`config.mk`:
```
export PLATFORM = sky130hd
export DESIGN_NAME = cfsf_top
export DESIGN_NICKNAME = d
export VERILOG_FILES = /design/src/hw/cfsf_pkg.sv /design/src/hw/cfsf_tick_div.sv /design/src/hw/cfsf_mclk_timer.sv /design/src/hw/cfsf_top.sv
export SDC_FILE = /design/constraint.sdc
export NUM_CORES = 1
export LEC_CHECK = 0
export BUFFER_PORTS_ARGS = -buffer_cell sky130_fd_sc_hd__buf_2
export CORE_MARGIN = 2
export CORE_UTILIZATION = 35
export CTS_CLUSTER_DIAMETER = 120
export CTS_CLUSTER_SIZE = 24
export DETAILED_ROUTE_END_ITERATION = 12
export PLACE_DENSITY = 0.5
export SYNTH_ARGS = -nofsm -noshare
export SYNTH_HDL_FRONTEND = slang
export SYNTH_SLANG_ARGS = --single-unit
export TNS_END_PERCENT = 10
```
`constraint.sdc`:
```
create_clock -name clk -period 6.77 [get_ports clk]
set_input_delay 1.354 -clock clk [delete_from_list [all_inputs] [get_ports clk]]
set_output_delay 1.354 -clock clk [all_outputs]
set_load 0.02 [all_outputs]
```
`src/hw/cfsf_pkg.sv`:
```
// Notes on behaviour
// RULE_01 - Eight 24-bit filter setup registers sit at consecutive indices, each resetting to 0x002030, and a channel uses the setup its setup index names.
// RULE_02 - Before a conversion on a channel starts, the settling wait chosen by the three-bit settle field of that channel's setup is observed.
// RULE_03 - Settle code 001 waits 32, 010 waits 64, 110 waits 2048 and 111 waits 4096 master clock cycles, and a 128-cycle option exists.
// RULE_04 - The settling wait is inserted on every change of active channel and never before repeated conversions of the same channel.
// RULE_05 - A repeat field of N converts the channel N+1 times before the sequence moves on.
// RULE_06 - A repeat field of zero converts the channel exactly once.
// RULE_07 - The repeat count is ignored while duty cycling or any calibration mode is enabled.
// RULE_08 - A four-bit filter type field selects sinc4, sinc4 averaging, sinc3, sinc3 with rejection, sinc3 averaging or sinc3 with post-filters, and resets to 0x2.
// RULE_09 - The sinc3 rejection mode adds a notch at 6/5 of the main notch frequency.
// RULE_10 - Rejection mode with a rate divider of 48 gives 50 SPS with 50 Hz and 60 Hz rejected together.
// RULE_11 - The four post-filter options give fixed rates of 26.087, 24, 19.355 and 16.21 SPS.
// RULE_12 - An eleven-bit rate divider field sets the output rate of its setup and resets to 0x30.
// RULE_13 - A rate divider of zero acts as one.
// RULE_14 - Bit 11 of each filter setup register reads as zero and ignores writes.
// RULE_15 - Unlisted settle codes decode consistently, and code 000 adds no settling wait.
package cfsf_pkg;
	localparam int unsigned CFSF_NUM_SETUPS = 8;
	localparam int unsigned CFSF_NUM_CHANS  = 8;
	localparam int unsigned CFSF_REG_W      = 24;
	localparam int unsigned CFSF_ADDR_W     = 10;
	localparam int unsigned CFSF_TIMER_W    = 17;

	// Register indices; the byte address is four times the index.
	localparam logic [7:0] CFSF_IDX_CTRL           = 8'h01;
	localparam logic [7:0] CFSF_IDX_CHAN_SETUP     = 8'h02;
	localparam logic [7:0] CFSF_IDX_CHAN_ENABLE    = 8'h03;
	localparam logic [7:0] CFSF_IDX_STATUS         = 8'h04;
	localparam logic [7:0] CFSF_IDX_FILTER_SETUP_0 = 8'h21;
	localparam logic [7:0] CFSF_IDX_FILTER_SETUP_7 = 8'h28;

	localparam logic [23:0] CFSF_FILTER_RESET = 24'h002030;
	localparam logic [23:0] CFSF_FILTER_WMASK = 24'hfff7ff;

	localparam int unsigned CFSF_SETTLE_MSB = 23;
	localparam int unsigned CFSF_SETTLE_LSB = 21;
	localparam int unsigned CFSF_REPEAT_MSB = 20;
	localparam int unsigned CFSF_REPEAT_LSB = 16;
	localparam int unsigned CFSF_FTYPE_MSB  = 15;
	localparam int unsigned CFSF_FTYPE_LSB  = 12;
	localparam int unsigned CFSF_RATE_MSB   = 10;
	localparam int unsigned CFSF_RATE_LSB   = 0;

	localparam int unsigned CFSF_CTRL_RUN  = 0;
	localparam int unsigned CFSF_CTRL_DUTY = 1;
	localparam int unsigned CFSF_CTRL_CAL  = 2;

	// Master clock rate and the system clock it is derived from.
	localparam int unsigned CFSF_CLK_HZ  = 125_000_000;
	localparam int unsigned CFSF_MCLK_HZ = 76_800;
	localparam int unsigned CFSF_MCLK_DIV = CFSF_CLK_HZ / CFSF_MCLK_HZ;

	// Settling waits in master clock cycles.
	localparam logic [16:0] CFSF_SETTLE_000 = 17'h00000;
	localparam logic [16:0] CFSF_SETTLE_001 = 17'h00020;
	localparam logic [16:0] CFSF_SETTLE_010 = 17'h00040;
	localparam logic [16:0] CFSF_SETTLE_011 = 17'h00080;
	localparam logic [16:0] CFSF_SETTLE_100 = 17'h00100;
	localparam logic [16:0] CFSF_SETTLE_101 = 17'h00200;
	localparam logic [16:0] CFSF_SETTLE_110 = 17'h00800;
	localparam logic [16:0] CFSF_SETTLE_111 = 17'h01000;

	// Master clock cycles per output sample for each unit of rate divider.
	localparam int unsigned CFSF_MCLK_PER_RATE = 32;

	// Post-filter output rates in milli-samples per second.
	localparam int unsigned CFSF_PF1_MSPS = 26087;
	localparam int unsigned CFSF_PF2_MSPS = 24000;
	localparam int unsigned CFSF_PF3_MSPS = 19355;
	localparam int unsigned CFSF_PF4_MSPS = 16210;
	localparam int unsigned CFSF_MILLI    = 1000;
	localparam logic [16:0] CFSF_PF1_PERIOD = 17'(CFSF_MCLK_HZ * CFSF_MILLI / CFSF_PF1_MSPS);
	localparam logic [16:0] CFSF_PF2_PERIOD = 17'(CFSF_MCLK_HZ * CFSF_MILLI / CFSF_PF2_MSPS);
	localparam logic [16:0] CFSF_PF3_PERIOD = 17'(CFSF_MCLK_HZ * CFSF_MILLI / CFSF_PF3_MSPS);
	localparam logic [16:0] CFSF_PF4_PERIOD = 17'(CFSF_MCLK_HZ * CFSF_MILLI / CFSF_PF4_MSPS);

	typedef enum logic [3:0] {
		CFSF_F_SINC4     = 4'h0,
		CFSF_F_SINC4_AVG = 4'h1,
		CFSF_F_SINC3     = 4'h2,
		CFSF_F_SINC3_REJ = 4'h3,
		CFSF_F_SINC3_AVG = 4'h4,
		CFSF_F_SINC3_PF1 = 4'h5,
		CFSF_F_SINC3_PF2 = 4'h6,
		CFSF_F_SINC3_PF3 = 4'h7,
		CFSF_F_SINC3_PF4 = 4'h8
	} cfsf_ftype_t;

	typedef enum logic [1:0] {
		CFSF_S_IDLE    = 2'h0,
		CFSF_S_SETTLE  = 2'h1,
		CFSF_S_CONVERT = 2'h3,
		CFSF_S_ADVANCE = 2'h2
	} cfsf_state_t;

	localparam logic [1:0] CFSF_RESP_OKAY   = 2'h0;
	localparam logic [1:0] CFSF_RESP_SLVERR = 2'h2;
endpackage

```
`src/hw/cfsf_tick_div.sv`:
```
`timescale 1ns/1ps
module cfsf_tick_div
	import cfsf_pkg::*;
#(
	parameter int unsigned DIV = CFSF_MCLK_DIV
) (
	// Clock and reset.
	input  wire logic clk,
	input  wire logic rst,
	// One-cycle master clock enable.
	output logic      tick
);
	localparam int unsigned CNT_W = (DIV > 1) ? $clog2(DIV) : 1;
	localparam logic [CNT_W-1:0] LAST = CNT_W'(DIV - 1);

	logic [CNT_W-1:0] count;

	always_ff @(posedge clk) begin
		if (rst) begin
			count <= '0;
			tick  <= 1'b0;
		end else if (count == LAST) begin
			count <= '0;
			tick  <= 1'b1;
		end else begin
			count <= count + 1'b1;
			tick  <= 1'b0;
		end
	end
endmodule

```
`src/hw/cfsf_mclk_timer.sv`:
```
`timescale 1ns/1ps
module cfsf_mclk_timer
	import cfsf_pkg::*;
#(
	parameter int unsigned WIDTH = CFSF_TIMER_W
) (
	// Clock, reset and master clock enable.
	input  wire logic             clk,
	input  wire logic             rst,
	input  wire logic             tick,
	// Start of a wait and its length in master clock cycles.
	input  wire logic             load,
	input  wire logic [WIDTH-1:0] length,
	// One-cycle pulse when the wait has elapsed.
	output logic                  done
);
	logic [WIDTH-1:0] remain;
	logic             running;

	// A zero length finishes on the cycle after the load.
	always_ff @(posedge clk) begin
		if (rst) begin
			remain  <= '0;
			running <= 1'b0;
			done    <= 1'b0;
		end else if (load) begin
			remain  <= length;
			running <= 1'b1;
			done    <= 1'b0;
		end else if (running && remain == '0) begin
			running <= 1'b0;
			done    <= 1'b1;
		end else begin
			done <= 1'b0;
			if (running && tick) begin
				remain <= remain - 1'b1;
			end
		end
	end
endmodule

```
`src/hw/cfsf_top.sv`:
```
`timescale 1ns/1ps
module cfsf_top
	import cfsf_pkg::*;
#(
	parameter int unsigned MCLK_DIV      = CFSF_MCLK_DIV,
	parameter int unsigned MCLK_PER_RATE = CFSF_MCLK_PER_RATE
) (
	// Clock and reset.
	input  wire logic                   clk,
	input  wire logic                   rst,
	// AXI4-Lite write address and data.
	input  wire logic [CFSF_ADDR_W-1:0] s_axi_awaddr,
	input  wire logic                   s_axi_awvalid,
	output logic                        s_axi_awready,
	input  wire logic [31:0]            s_axi_wdata,
	input  wire logic [3:0]             s_axi_wstrb,
	input  wire logic                   s_axi_wvalid,
	output logic                        s_axi_wready,
	// AXI4-Lite write response.
	output logic [1:0]                  s_axi_bresp,
	output logic                        s_axi_bvalid,
	input  wire logic                   s_axi_bready,
	// AXI4-Lite read.
	input  wire logic [CFSF_ADDR_W-1:0] s_axi_araddr,
	input  wire logic                   s_axi_arvalid,
	output logic                        s_axi_arready,
	output logic [31:0]                 s_axi_rdata,
	output logic [1:0]                  s_axi_rresp,
	output logic                        s_axi_rvalid,
	input  wire logic                   s_axi_rready,
	// Converter sequencing outputs.
	output logic                        conv_start,
	output logic                        conv_done,
	output logic                        settling,
	output logic [2:0]                  active_channel,
	output logic [2:0]                  active_setup,
	output logic [3:0]                  filter_type,
	output logic [10:0]                 output_rate,
	output logic                        sixty_hz_notch
);
	localparam int unsigned TW = CFSF_TIMER_W;

	// Register storage.
	logic [23:0]                 filter_setup [CFSF_NUM_SETUPS];
	logic [2:0]                  ctrl;
	logic [23:0]                 chan_setup;
	logic [7:0]                  chan_enable;

	// Bus slave state.
	logic                        aw_held;
	logic                        w_held;
	logic [CFSF_ADDR_W-1:0]      aw_addr;
	logic [31:0]                 w_data;
	logic [3:0]                  w_strb;
	logic                        do_write;
	logic [7:0]                  wr_idx;
	logic [7:0]                  rd_idx;
	logic                        wr_filter;
	logic [2:0]                  wr_setup;

	// Sequencer state.
	cfsf_state_t                 state;
	logic [2:0]                  cur_ch;
	logic                        last_valid;
	logic [4:0]                  reps_left;
	logic                        timer_load;
	logic [TW-1:0]               timer_len;
	logic                        timer_done;
	logic                        tick;

	// Setup of the channel the sequencer is about to use.
	logic [2:0]                  sel_setup;
	logic [23:0]                 sel_cfg;
	logic [2:0]                  nxt_ch;
	logic                        nxt_change;
	logic [23:0]                 nxt_cfg;

	cfsf_tick_div #(
		.DIV (MCLK_DIV)
	) u_div (
		.clk  (clk),
		.rst  (rst),
		.tick (tick)
	);

	cfsf_mclk_timer #(
		.WIDTH (TW)
	) u_timer (
		.clk    (clk),
		.rst    (rst),
		.tick   (tick),
		.load   (timer_load),
		.length (timer_len),
		.done   (timer_done)
	);

	function automatic logic [TW-1:0] settle_len(input logic [2:0] code);
		case (code)
			3'h0:    settle_len = CFSF_SETTLE_000; // [RULE_15]
			3'h1:    settle_len = CFSF_SETTLE_001; // [RULE_03]
			3'h2:    settle_len = CFSF_SETTLE_010; // [RULE_03]
			3'h3:    settle_len = CFSF_SETTLE_011; // [RULE_03]
			3'h4:    settle_len = CFSF_SETTLE_100; // [RULE_15]
			3'h5:    settle_len = CFSF_SETTLE_101; // [RULE_15]
			3'h6:    settle_len = CFSF_SETTLE_110; // [RULE_03]
			3'h7:    settle_len = CFSF_SETTLE_111; // [RULE_03]
			default: settle_len = CFSF_SETTLE_000;
		endcase
	endfunction

	// Post-filter modes run at a fixed rate; the rest follow the rate divider.
	function automatic logic [TW-1:0] conv_len(input logic [23:0] cfg);
		logic [10:0] rate;
		rate = cfg[CFSF_RATE_MSB:CFSF_RATE_LSB];
		if (rate == 11'h000) begin
			rate = 11'h001; // [RULE_13]
		end
		case (cfg[CFSF_FTYPE_MSB:CFSF_FTYPE_LSB])
			CFSF_F_SINC3_PF1: conv_len = CFSF_PF1_PERIOD; // [RULE_11]
			CFSF_F_SINC3_PF2: conv_len = CFSF_PF2_PERIOD; // [RULE_11]
			CFSF_F_SINC3_PF3: conv_len = CFSF_PF3_PERIOD; // [RULE_11]
			CFSF_F_SINC3_PF4: conv_len = CFSF_PF4_PERIOD; // [RULE_11]
			default:          conv_len = TW'(rate * MCLK_PER_RATE); // [RULE_12] [RULE_10]
		endcase
	endfunction

	function automatic logic [2:0] next_enabled(input logic [2:0] from, input logic [7:0] en);
		logic [2:0] cand;
		next_enabled = from;
		for (int i = CFSF_NUM_CHANS - 1; i >= 1; i--) begin
			cand = 3'(from + 3'(i));
			if (en[cand]) begin
				next_enabled = cand;
			end
		end
	endfunction

	function automatic logic [2:0] setup_of(input logic [23:0] map, input logic [2:0] ch);
		setup_of = map[ch*3 +: 3];
	endfunction

	// Repeats drop to zero while duty cycling or calibration is on.
	function automatic logic [4:0] repeats(input logic [23:0] cfg, input logic [2:0] c);
		if (c[CFSF_CTRL_DUTY] || c[CFSF_CTRL_CAL]) begin
			repeats = 5'h00; // [RULE_07]
		end else begin
			repeats = cfg[CFSF_REPEAT_MSB:CFSF_REPEAT_LSB]; // [RULE_05] [RULE_06]
		end
	endfunction

	assign sel_setup = setup_of(chan_setup, cur_ch);
	assign sel_cfg   = filter_setup[sel_setup]; // [RULE_01]

	// From idle the first enabled channel is the one after channel 7.
	always_comb begin
		if (state == CFSF_S_IDLE) begin
			nxt_ch = next_enabled(3'h7, chan_enable);
			if (chan_enable[7]) begin
				nxt_ch = (chan_enable[6:0] == 7'h00) ? 3'h7 : nxt_ch;
			end
		end else begin
			nxt_ch = next_enabled(cur_ch, chan_enable);
		end
		nxt_change = !last_valid || nxt_ch != cur_ch; // [RULE_04]
		nxt_cfg    = filter_setup[setup_of(chan_setup, nxt_ch)];
	end

	// Write channel decoding and acceptance.
	assign do_write  = aw_held && w_held && !s_axi_bvalid;
	assign wr_idx    = aw_addr[CFSF_ADDR_W-1:2];
	assign rd_idx    = s_axi_araddr[CFSF_ADDR_W-1:2];
	assign wr_filter = wr_idx >= CFSF_IDX_FILTER_SETUP_0 && wr_idx <= CFSF_IDX_FILTER_SETUP_7;
	assign wr_setup  = 3'(wr_idx - CFSF_IDX_FILTER_SETUP_0);

	always_ff @(posedge clk) begin
		if (rst) begin
			aw_held       <= 1'b0;
			aw_addr       <= '0;
			s_axi_awready <= 1'b1;
		end else if (s_axi_awvalid && s_axi_awready) begin
			aw_held       <= 1'b1;
			aw_addr       <= s_axi_awaddr;
			s_axi_awready <= 1'b0;
		end else if (do_write) begin
			aw_held       <= 1'b0;
		end else if (!aw_held && !s_axi_bvalid) begin
			s_axi_awready <= 1'b1;
		end
	end

	always_ff @(posedge clk) begin
		if (rst) begin
			w_held       <= 1'b0;
			w_data       <= '0;
			w_strb       <= '0;
			s_axi_wready <= 1'b1;
		end else if (s_axi_wvalid && s_axi_wready) begin
			w_held       <= 1'b1;
			w_data       <= s_axi_wdata;
			w_strb       <= s_axi_wstrb;
			s_axi_wready <= 1'b0;
		end else if (do_write) begin
			w_held       <= 1'b0;
		end else if (!w_held && !s_axi_bvalid) begin
			s_axi_wready <= 1'b1;
		end
	end

	always_ff @(posedge clk) begin
		if (rst) begin
			s_axi_bvalid <= 1'b0;
			s_axi_bresp  <= CFSF_RESP_OKAY;
		end else if (do_write) begin
			s_axi_bvalid <= 1'b1;
			if (wr_filter || wr_idx == CFSF_IDX_CTRL || wr_idx == CFSF_IDX_CHAN_SETUP
					|| wr_idx == CFSF_IDX_CHAN_ENABLE || wr_idx == CFSF_IDX_STATUS) begin
				s_axi_bresp <= CFSF_RESP_OKAY;
			end else begin
				s_axi_bresp <= CFSF_RESP_SLVERR;
			end
		end else if (s_axi_bready) begin
			s_axi_bvalid <= 1'b0;
		end
	end

	// Filter setups take byte lanes 0 to 2; bit 11 never stores.
	for (genvar s = 0; s < CFSF_NUM_SETUPS; s++) begin : g_setup
		always_ff @(posedge clk) begin
			if (rst) begin
				filter_setup[s] <= CFSF_FILTER_RESET; // [RULE_01] [RULE_08] [RULE_12]
			end else if (do_write && wr_filter && wr_setup == 3'(s)) begin
				for (int b = 0; b < 3; b++) begin
					if (w_strb[b]) begin
						filter_setup[s][b*8 +: 8] <= w_data[b*8 +: 8] & CFSF_FILTER_WMASK[b*8 +: 8]; // [RULE_14]
					end
				end
			end
		end
	end

	always_ff @(posedge clk) begin
		if (rst) begin
			ctrl        <= '0;
			chan_setup  <= '0;
			chan_enable <= '0;
		end else if (do_write) begin
			if (wr_idx == CFSF_IDX_CTRL && w_strb[0]) begin
				ctrl <= w_data[2:0];
			end
			if (wr_idx == CFSF_IDX_CHAN_ENABLE && w_strb[0]) begin
				chan_enable <= w_data[7:0];
			end
			if (wr_idx == CFSF_IDX_CHAN_SETUP) begin
				for (int b = 0; b < 3; b++) begin
					if (w_strb[b]) begin
						chan_setup[b*8 +: 8] <= w_data[b*8 +: 8];
					end
				end
			end
		end
	end

	// Reads answer one cycle after the address is taken.
	always_ff @(posedge clk) begin
		if (rst) begin
			s_axi_arready <= 1'b1;
			s_axi_rvalid  <= 1'b0;
			s_axi_rdata   <= '0;
			s_axi_rresp   <= CFSF_RESP_OKAY;
		end else if (s_axi_arvalid && s_axi_arready) begin
			s_axi_arready <= 1'b0;
			s_axi_rvalid  <= 1'b1;
			s_axi_rresp   <= CFSF_RESP_OKAY;
			if (rd_idx >= CFSF_IDX_FILTER_SETUP_0 && rd_idx <= CFSF_IDX_FILTER_SETUP_7) begin
				s_axi_rdata <= {8'h00, filter_setup[3'(rd_idx - CFSF_IDX_FILTER_SETUP_0)]};
			end else if (rd_idx == CFSF_IDX_CTRL) begin
				s_axi_rdata <= {29'h0, ctrl};
			end else if (rd_idx == CFSF_IDX_CHAN_SETUP) begin
				s_axi_rdata <= {8'h00, chan_setup};
			end else if (rd_idx == CFSF_IDX_CHAN_ENABLE) begin
				s_axi_rdata <= {24'h0, chan_enable};
			end else if (rd_idx == CFSF_IDX_STATUS) begin
				s_axi_rdata <= {19'h0, reps_left, 1'b0, last_valid, cur_ch, 1'b0, state};
			end else begin
				s_axi_rdata <= '0;
				s_axi_rresp <= CFSF_RESP_SLVERR;
			end
		end else if (s_axi_rvalid && s_axi_rready) begin
			s_axi_rvalid  <= 1'b0;
			s_axi_arready <= 1'b1;
		end
	end

	// Sequencer: settle on a channel change, then convert N+1 times.
	always_ff @(posedge clk) begin
		if (rst) begin
			state      <= CFSF_S_IDLE;
			cur_ch     <= '0;
			last_valid <= 1'b0;
			reps_left  <= '0;
			timer_load <= 1'b0;
			timer_len  <= '0;
			conv_start <= 1'b0;
		end else begin
			timer_load <= 1'b0;
			conv_start <= 1'b0;
			case (state)
				CFSF_S_IDLE: begin
					last_valid <= 1'b0;
					if (ctrl[CFSF_CTRL_RUN] && chan_enable != 8'h00) begin
						cur_ch     <= nxt_ch;
						reps_left  <= repeats(nxt_cfg, ctrl);
						timer_load <= 1'b1;
						timer_len  <= settle_len(nxt_cfg[CFSF_SETTLE_MSB:CFSF_SETTLE_LSB]); // [RULE_02]
						state      <= CFSF_S_SETTLE;
					end
				end
				CFSF_S_SETTLE: begin
					if (timer_done) begin
						last_valid <= 1'b1;
						timer_load <= 1'b1;
						timer_len  <= conv_len(sel_cfg);
						conv_start <= 1'b1;
						state      <= CFSF_S_CONVERT;
					end
				end
				CFSF_S_CONVERT: begin
					if (timer_done) begin
						if (reps_left != 5'h00) begin
							reps_left  <= reps_left - 5'h01; // [RULE_05] [RULE_04]
							timer_load <= 1'b1;
							timer_len  <= conv_len(sel_cfg);
							conv_start <= 1'b1;
						end else begin
							state <= CFSF_S_ADVANCE; // [RULE_06]
						end
					end
				end
				CFSF_S_ADVANCE: begin
					if (!ctrl[CFSF_CTRL_RUN] || chan_enable == 8'h00) begin
						state <= CFSF_S_IDLE;
					end else begin
						cur_ch     <= nxt_ch;
						reps_left  <= repeats(nxt_cfg, ctrl);
						timer_load <= 1'b1;
						conv_start <= !nxt_change;
						if (nxt_change) begin
							timer_len <= settle_len(nxt_cfg[CFSF_SETTLE_MSB:CFSF_SETTLE_LSB]); // [RULE_04]
							state     <= CFSF_S_SETTLE;
						end else begin
							timer_len <= conv_len(nxt_cfg);
							state     <= CFSF_S_CONVERT;
						end
					end
				end
				default: state <= CFSF_S_IDLE;
			endcase
		end
	end

	// Registered view of the active setup for the conversion path.
	always_ff @(posedge clk) begin
		if (rst) begin
			conv_done      <= 1'b0;
			settling       <= 1'b0;
			active_channel <= '0;
			active_setup   <= '0;
			filter_type    <= CFSF_FILTER_RESET[CFSF_FTYPE_MSB:CFSF_FTYPE_LSB];
			output_rate    <= CFSF_FILTER_RESET[CFSF_RATE_MSB:CFSF_RATE_LSB];
			sixty_hz_notch <= 1'b0;
		end else begin
			conv_done      <= state == CFSF_S_CONVERT && timer_done;
			settling       <= state == CFSF_S_SETTLE;
			active_channel <= cur_ch;
			active_setup   <= sel_setup;
			filter_type    <= sel_cfg[CFSF_FTYPE_MSB:CFSF_FTYPE_LSB]; // [RULE_08]
			output_rate    <= (sel_cfg[CFSF_RATE_MSB:CFSF_RATE_LSB] == 11'h000) ? 11'h001
				: sel_cfg[CFSF_RATE_MSB:CFSF_RATE_LSB]; // [RULE_13]
			sixty_hz_notch <= sel_cfg[CFSF_FTYPE_MSB:CFSF_FTYPE_LSB] == CFSF_F_SINC3_REJ; // [RULE_09]
		end
	end
endmodule

```
=== After elaboration in Yosys (flattened, before gate mapping) ===
Memory sizes are Yosys's and may differ from the RTL's.
Cells that the tools add are included.

* Flip-flop bits (word level): 200
* Memory bits (writable): 184
* ROM bits: 112
* Input port bits: 63
* Output and inout bits: 66
* Word-level logic and storage cells: 404
* Memories kept: 3

{| class="wikitable"
|+ Memories
! memory !! depth !! bits a word !! read ports !! clocked after memory_dff !! write ports !! line !! RTL
|-
| filter_setup || 8 || 23 || 3 || 0 || 8 || cfsf_top.sv:44 || <nowiki>logic [23:0] filter_setup [CFSF_NUM_SETUPS];</nowiki>
|-
| (no name shown) || 8 || 7 || 1 || 0 || 0 || cfsf_top.sv:98 || <nowiki>case (code)</nowiki>
|-
| (no name shown) || 8 || 7 || 1 || 0 || 0 || cfsf_top.sv:98 ||
|}

* $add $sub $neg: 12
* Multipliers: 2
* $lt $le $gt $ge: 11
* Eq/ne operators: 38
* Shift-type cells: 2
* Muxes and demuxes: 202
* Bitwise logic cells: 24
* Reduce and logical (&&, ||, !) cells: 73

{| class="wikitable"
|+ Operators with widths
! cell !! number
|-
| two-way mux 17 bit || 9
|-
| two-way mux 8 bit || 16
|-
| case mux 16 bit (4 select lines) || 2
|-
| two-way mux 1 bit || 111
|-
| two-way mux 24 bit || 3
|-
| case mux 17 bit (4 select lines) || 1
|-
| two-way mux 7 bit || 8
|-
| two-way mux 3 bit || 16
|-
| indexed part select 24 x 6 -> 3 bit || 2
|-
| equality test 8 x 2 -> 1 bit, second input constant || 4
|-
| < comparator 3 x 4 -> 1 bit, second input constant || 7
|-
| two-way mux 2 bit || 14
|-
| two-way mux 13 bit || 2
|-
| logical AND 1 bit || 25
|-
| two-way mux 5 bit || 5
|-
| equality test 4 x 3 -> 1 bit, second input constant || 6
|-
| OR 1 bit || 24
|-
| logical NOT 11 bit || 2
|-
| two-way mux 11 bit || 2
|-
| binary-select mux 1 bit (select 3 bit) || 7
|-
| nonzero test 2 bit || 10
|-
| logical NOT 17 bit || 1
|-
| subtractor 17 x 1 -> 17 bit, second input constant || 1
|-
| equality test 8 x 1 -> 1 bit, second input constant || 2
|-
| 41 further kinds || 84
|}

=== Depth between registers and ports, before layout ===
An unclocked memory read counts as a cell.

* Depth in word-level cells: 20
* Mapped depth: 25
* Gate-level depth less buffers: 16

=== By module ===
A second synthesis with hierarchy kept.

* Cell total of the unflattened synthesis: 2051
* Area total of the unflattened synthesis: 20758.7 µm²

{| class="wikitable"
|+ By module, submodules not included
! module !! times used !! cells each !! area each (µm²) !! sequential area each (µm²)
|-
| cfsf_top || 1 || 1853 || 19083.3 || 8588.2
|-
| cfsf_mclk_timer || 1 || 140 || 1147.4 || 380.4
|-
| cfsf_tick_div || 1 || 58 || 528.0 || 240.2
|}

=== Worst setup path after synthesis ===
Ideal clock, no wire load.

* Kind: flip-flop to flip-flop
* From: reg cur_ch[0]
* To: reg timer_len[7]
* Setup time: 0.088 ns
* Arrival: 5.283 ns
* Data required time: 6.682 ns
* Path slack: 1.399 ns
* Cell stages (with the launch flop): 23
* Buffers on the path: 6
* Period minus slack after synthesis: 5.371 ns
* Path through: dfxtp_1 > buf_6 > inv_1 > clkbuf_1 > ha_1 > buf_2 > mux2_2 > mux4_2 > a211oi_4 > or2_1 > buf_6 > nor2_1 > or4_4 > a32o_1 > buf_6 > buf_4 > or3_1 > nand4_1 > nand4_1 > nand2b_1 > o22a_1 > a311o_1 > a311oi_2

* Cells in the longest elaborated chain, start to end: 20
* Elaborated cells on any way between the ends: 59
* Those cells by class: add/sub (7); mul (2); eq/ne (9); shift (2); mux (33); reduce/logical (3); memory (3)

{| class="wikitable"
|+ Ends and longest elaborated chain
! element !! line !! RTL
|-
| from (decl) || cfsf_top.sv:63 || <nowiki>logic [2:0] cur_ch;</nowiki>
|-
| from (signal assigned) || cfsf_top.sv:311 || <nowiki>cur_ch <= nxt_ch;</nowiki>
|-
| from (signal assigned) || cfsf_top.sv:343 || <nowiki>cur_ch <= nxt_ch;</nowiki>
|-
| adder 3 bit || cfsf_top.sv:131 || <nowiki>cand = 3'(from + 3'(i));</nowiki>
|-
| binary-select mux 1 bit (select 3 bit) || cfsf_top.sv:132 || <nowiki>if (en[cand]) begin</nowiki>
|-
| two-way mux 1 bit (implied by the code) || cfsf_top.sv:132 ||
|-
| two-way mux 3 bit (7 in a row) || cfsf_top.sv:132 ||
|-
| two-way mux 3 bit || cfsf_top.sv:156 || <nowiki>if (state == CFSF_S_IDLE) begin</nowiki>
|-
| multiplier 3 x 2 -> 5 bit || cfsf_top.sv:139 || <nowiki>setup_of = map[ch*3 +: 3];</nowiki>
|-
| indexed part select 24 x 6 -> 3 bit || cfsf_top.sv:139 ||
|-
| memory (8 x 23 bit) || - ||
|-
| logical NOT 11 bit || cfsf_top.sv:115 || <nowiki>if (rate == 11'h000) begin</nowiki>
|-
| two-way mux 11 bit || cfsf_top.sv:115 ||
|-
| case mux 16 bit (4 select lines) || cfsf_top.sv:118 || <nowiki>case (cfg[CFSF_FTYPE_MSB:CFSF_FTYPE_LSB])</nowiki>
|-
| two-way mux 17 bit || cfsf_top.sv:347 || <nowiki>if (nxt_change) begin</nowiki>
|-
| two-way mux 17 bit || cfsf_top.sv:340 || <nowiki>if (!ctrl[CFSF_CTRL_RUN] || chan_enable == 8'h00) begin</nowiki>
|-
| case mux 17 bit (4 select lines) (*) || cfsf_top.sv:307 || <nowiki>case (state)</nowiki>
|-
| to (signal assigned) || cfsf_top.sv:314 || <nowiki>timer_len <= settle_len(nxt_cfg[CFSF_SETTLE_MSB:CFSF_SETTLE_LSB]);</nowiki>
|-
| to (signal assigned) || cfsf_top.sv:348 || <nowiki>timer_len <= settle_len(nxt_cfg[CFSF_SETTLE_MSB:CFSF_SETTLE_LSB]);</nowiki>
|-
| to (signal assigned) || cfsf_top.sv:351 || <nowiki>timer_len <= conv_len(nxt_cfg);</nowiki>
|-
| to (decl) || cfsf_top.sv:67 || <nowiki>logic [TW-1:0] timer_len;</nowiki>
|}

Every way passes the cells marked *; elsewhere a longest branch is shown, timed or not. The select of a mux whose other input is x is not followed.
A chain may end at the register's enable or synchronous reset.

=== Final worst setup path ===
* From: reg cur_ch[1]
* To: reg timer_len[7]

Same word-level chain as after synthesis.

==> results_dict.tcl <==
set metrics [dict create \
    wirelength_um 70730 \
    min_period_ps 6229 \
    cts_setup_buffers 0 \
    postCtsResizedCells 0 \
    grt_antenna_before_repair 0 \
    hold_ws_ps 444.6 \
    max-vdd-ir-drop_v 0.0001828 \
    dp_hpwl_um 52210 \
    final_util_pct 38.43 \
    core_mm2 0.05880 \
    synth_edf_count 184 \
    worstSetupPathType "reg2reg" \
    start_util_pct 35.32 \
    detailed_place.area_mm2 0.02205 \
    arrival_ps 6720 \
    die_x_um 247.6 \
    netlist_area_mm2 0.02077 \
    area_delta_synth_final_pct 8.790 \
    die_area_mm2 0.06130 \
    yosysWarnings 0 \
    critPathRequiredTime_ps 7260 \
    finalSetupViolations 0 \
    reg2reg_slack_ps 540 \
    cp_cell_sequence "inv_1 -> ha_1 -> mux4_2 -> mux2_2 -> a211oi_4 -> or2_1 -> mux4_2 -> nand3_1 -> o21ai_0 -> mux2i_4 -> nand4_1 -> nand4_1 -> nand2b_1 -> o22a_1 -> a311o_1 -> a311oi_2" \
    relSlewSlack_pct 13.65 \
    tightest_slew_ps 1284 \
    grt_max_degree 58 \
    ys_ff_latch 368 \
    final_cell_mix "nand2_1 (309), nor2_1 (219), dfxtp_1 (184), edfxtp_1 (184), and2_1 (168)" \
    cts.sinks 368 \
    io_pins 129 \
    leakage_nw 8.216 \
    fin_crit_sh_pct 92.01 \
    vias_per_cell 5.706 \
    wl_per_cell_um 23.89 \
    dpl_worst_slack_ps 618.7 \
    fillers 5863 \
    synth_top_flop_cell "edfxtp_1" \
    cp-start-kind "register" \
    final_area_mm2 0.02259 \
    via_count 16890 \
    maxCapViolCount 0 \
    cts_tree "done" \
    h-tree-depth 1 \
    cp_slowest_cell "mux4_2" \
    fin_setup_tns_ps 0 \
    final_max_slew_viol_count 0 \
    rsz0062_at_grt "false" \
    max-clock-path-buffers 3 \
    syn_avg_cell_area_um2 9.637 \
    power_density_mw_per_mm2 182.9 \
    grtUsageTotal_pct 22.75 \
    postSynthCellCount 2155 \
    grt_pass1_vias 15930 \
    holdPathStages 2 \
    dr.pass1.iters 6 \
    total_power_mw 4.133 \
    grt_pass1_wl_um 104300 \
    worst-r2r-cell-count 16 \
    hold_path.class "reg2reg" \
    routabilityCongestion 0.8836 \
    rows 89 \
    async_flop_share_pct 0 \
    stdcell_count 2960 \
    yosysSeqAreaShare_pct 44.34 \
    hold_viol 0 \
    die_h_um 247.6 \
    dp_cells 2927 \
    layout_commonest_cell "nand2_1" \
    portBuffers 105 \
    drt_iter0_drc 1333 \
    drc_errors 0 \
    overflow 0 \
    outcome "complete, no violations" \
    crit_path_end_kind "register" \
    cts_buffers 19 \
    fin_ws_ps 540.6 \
    drive_above_1_share_pct 12.99 \
    max_freq_mhz 160.5 \
    crit_fanout 15 \
    clkTransAtPathRegs_ps 110 \
    cts-hold-fix-buffers 0 \
    clk_latency_ps 570 \
    nNetsFinal 2249 \
    synth_cell_types 82 \
    cts-root-buf "clkbuf_16" \
    max_stage_delay_ps 640 \
    drtAntennaViolNets 0 \
    finClkSkew_ps 33.06 \
]
## worst max-delay path: cells and delay by family, from the launching register on
| family | cells | cell delay, ps |
|---|---|---|
| mux | 4 | 2150 |
| compound gates | 5 | 1490 |
| simple gates | 5 | 1390 |
| fa+ha+maj | 1 | 620 |
| flops | 1 | 340 |
| buf+inv | 1 | 130 |
## state kept, by name, indices dropped and copies added, names as in the netlist, 2 cells and up
signal / count
cur_ch: 3
aw_addr: 8
u_div.count: 11
active_channel: 3
active_setup: 3
output_rate: 11
ctrl: 3
state: 2
chan_enable: 8
reps_left: 5
w_strb: 3
filter_type: 4
u_timer.remain: 17
filter_setup: 184
w_data: 24
timer_len: 13
chan_setup: 24
s_axi_rdata: 24
## synth_stat cells, types with 8 or more instances
| cell | count | area (um2) |
|---|---|---|
| nand2_1 | 309 | 1160 |
| nor2_1 | 219 | 822.0 |
| dfxtp_1 | 184 | 3684 |
| edfxtp_1 | 184 | 5525 |
| and2_1 | 168 | 1051 |
| mux2i_1 | 141 | 1411 |
| a21oi_1 | 136 | 680.7 |
| clkbuf_1 | 107 | 401.6 |
| mux4_2 | 74 | 1667 |
| a211oi_1 | 60 | 450.4 |
| o21ai_0 | 56 | 280.3 |
| nand3_1 | 50 | 250.2 |
| nand4_1 | 49 | 306.5 |
| or3_1 | 41 | 256.5 |
| nor2b_1 | 34 | 212.7 |
| nor3_1 | 34 | 170.2 |
| inv_1 | 26 | 97.59 |
| buf_1 | 19 | 71.32 |
| xnor2_1 | 19 | 166.4 |
| buf_2 | 18 | 90.09 |
| mux2_2 | 13 | 146.4 |
| o221ai_1 | 13 | 113.9 |
| nand2b_1 | 12 | 75.07 |
| xor2_1 | 12 | 105.1 |
| a22oi_1 | 11 | 82.58 |
| buf_4 | 11 | 82.58 |
| ha_1 | 11 | 137.6 |
| a31oi_1 | 10 | 62.56 |
| and3_1 | 10 | 62.56 |
| nor4_1 | 10 | 62.56 |
| o211ai_1 | 8 | 60.06 |
## layout make-up
type / instances / area (um2) / share of cell area [%]
well taps: 773 / 967.2 / 4.281
inverters: 28 / 105.1 / 0.4652
clock inverters: 2 / 21.27 / 0.09414
diodes: 1 / 2.502 / 0.01108
multi-input cells: 1609 / 10900 / 48.23
clock buffers: 30 / 516.7 / 2.287
repair buffers: 149 / 874.6 / 3.871
flip-flops and latches: 368 / 9209 / 40.76
## path summary, 6_finish.rpt
check / startpoint / to
min reg2reg: u_timer.remain[16] / u_timer.remain[16]
max reg2reg: cur_ch[1] / timer_len[7]
max: cur_ch[1] / timer_len[7]
min: u_timer.remain[16] / u_timer.remain[16]
## power breakdown
group	switching [mW]	internal, mW	leakage, nW
Sequential	0.0775	2.39	3.31
Clock	0.766	0.537	0.258
Combinational	0.234	0.125	4.64
Total	1.08	3.06	8.22
## kinds of logic (layout without fill, tap and decap cells)
family | count (synthesis) | in the layout | synth area share (%)
compound gates | 358 | 358 | 11.17
other cells | 1 | 11 | 0.01806
xor+xnor | 31 | 31 | 1.307
fa+ha+maj | 11 | 11 | 0.6627
mux | 235 | 235 | 16.22
simple gates | 964 | 964 | 22.44
flops | 368 | 368 | 44.34
buf+inv | 187 | 209 | 3.850
## metal layers
layer	GRT usage, %	part of all wire, %
met2	35.82	45
met3	3.060	6.8
met1	32.67	45
met4	6.393	2.5
met5	0	0
Note: power is estimated with default switching activity, not from simulation.
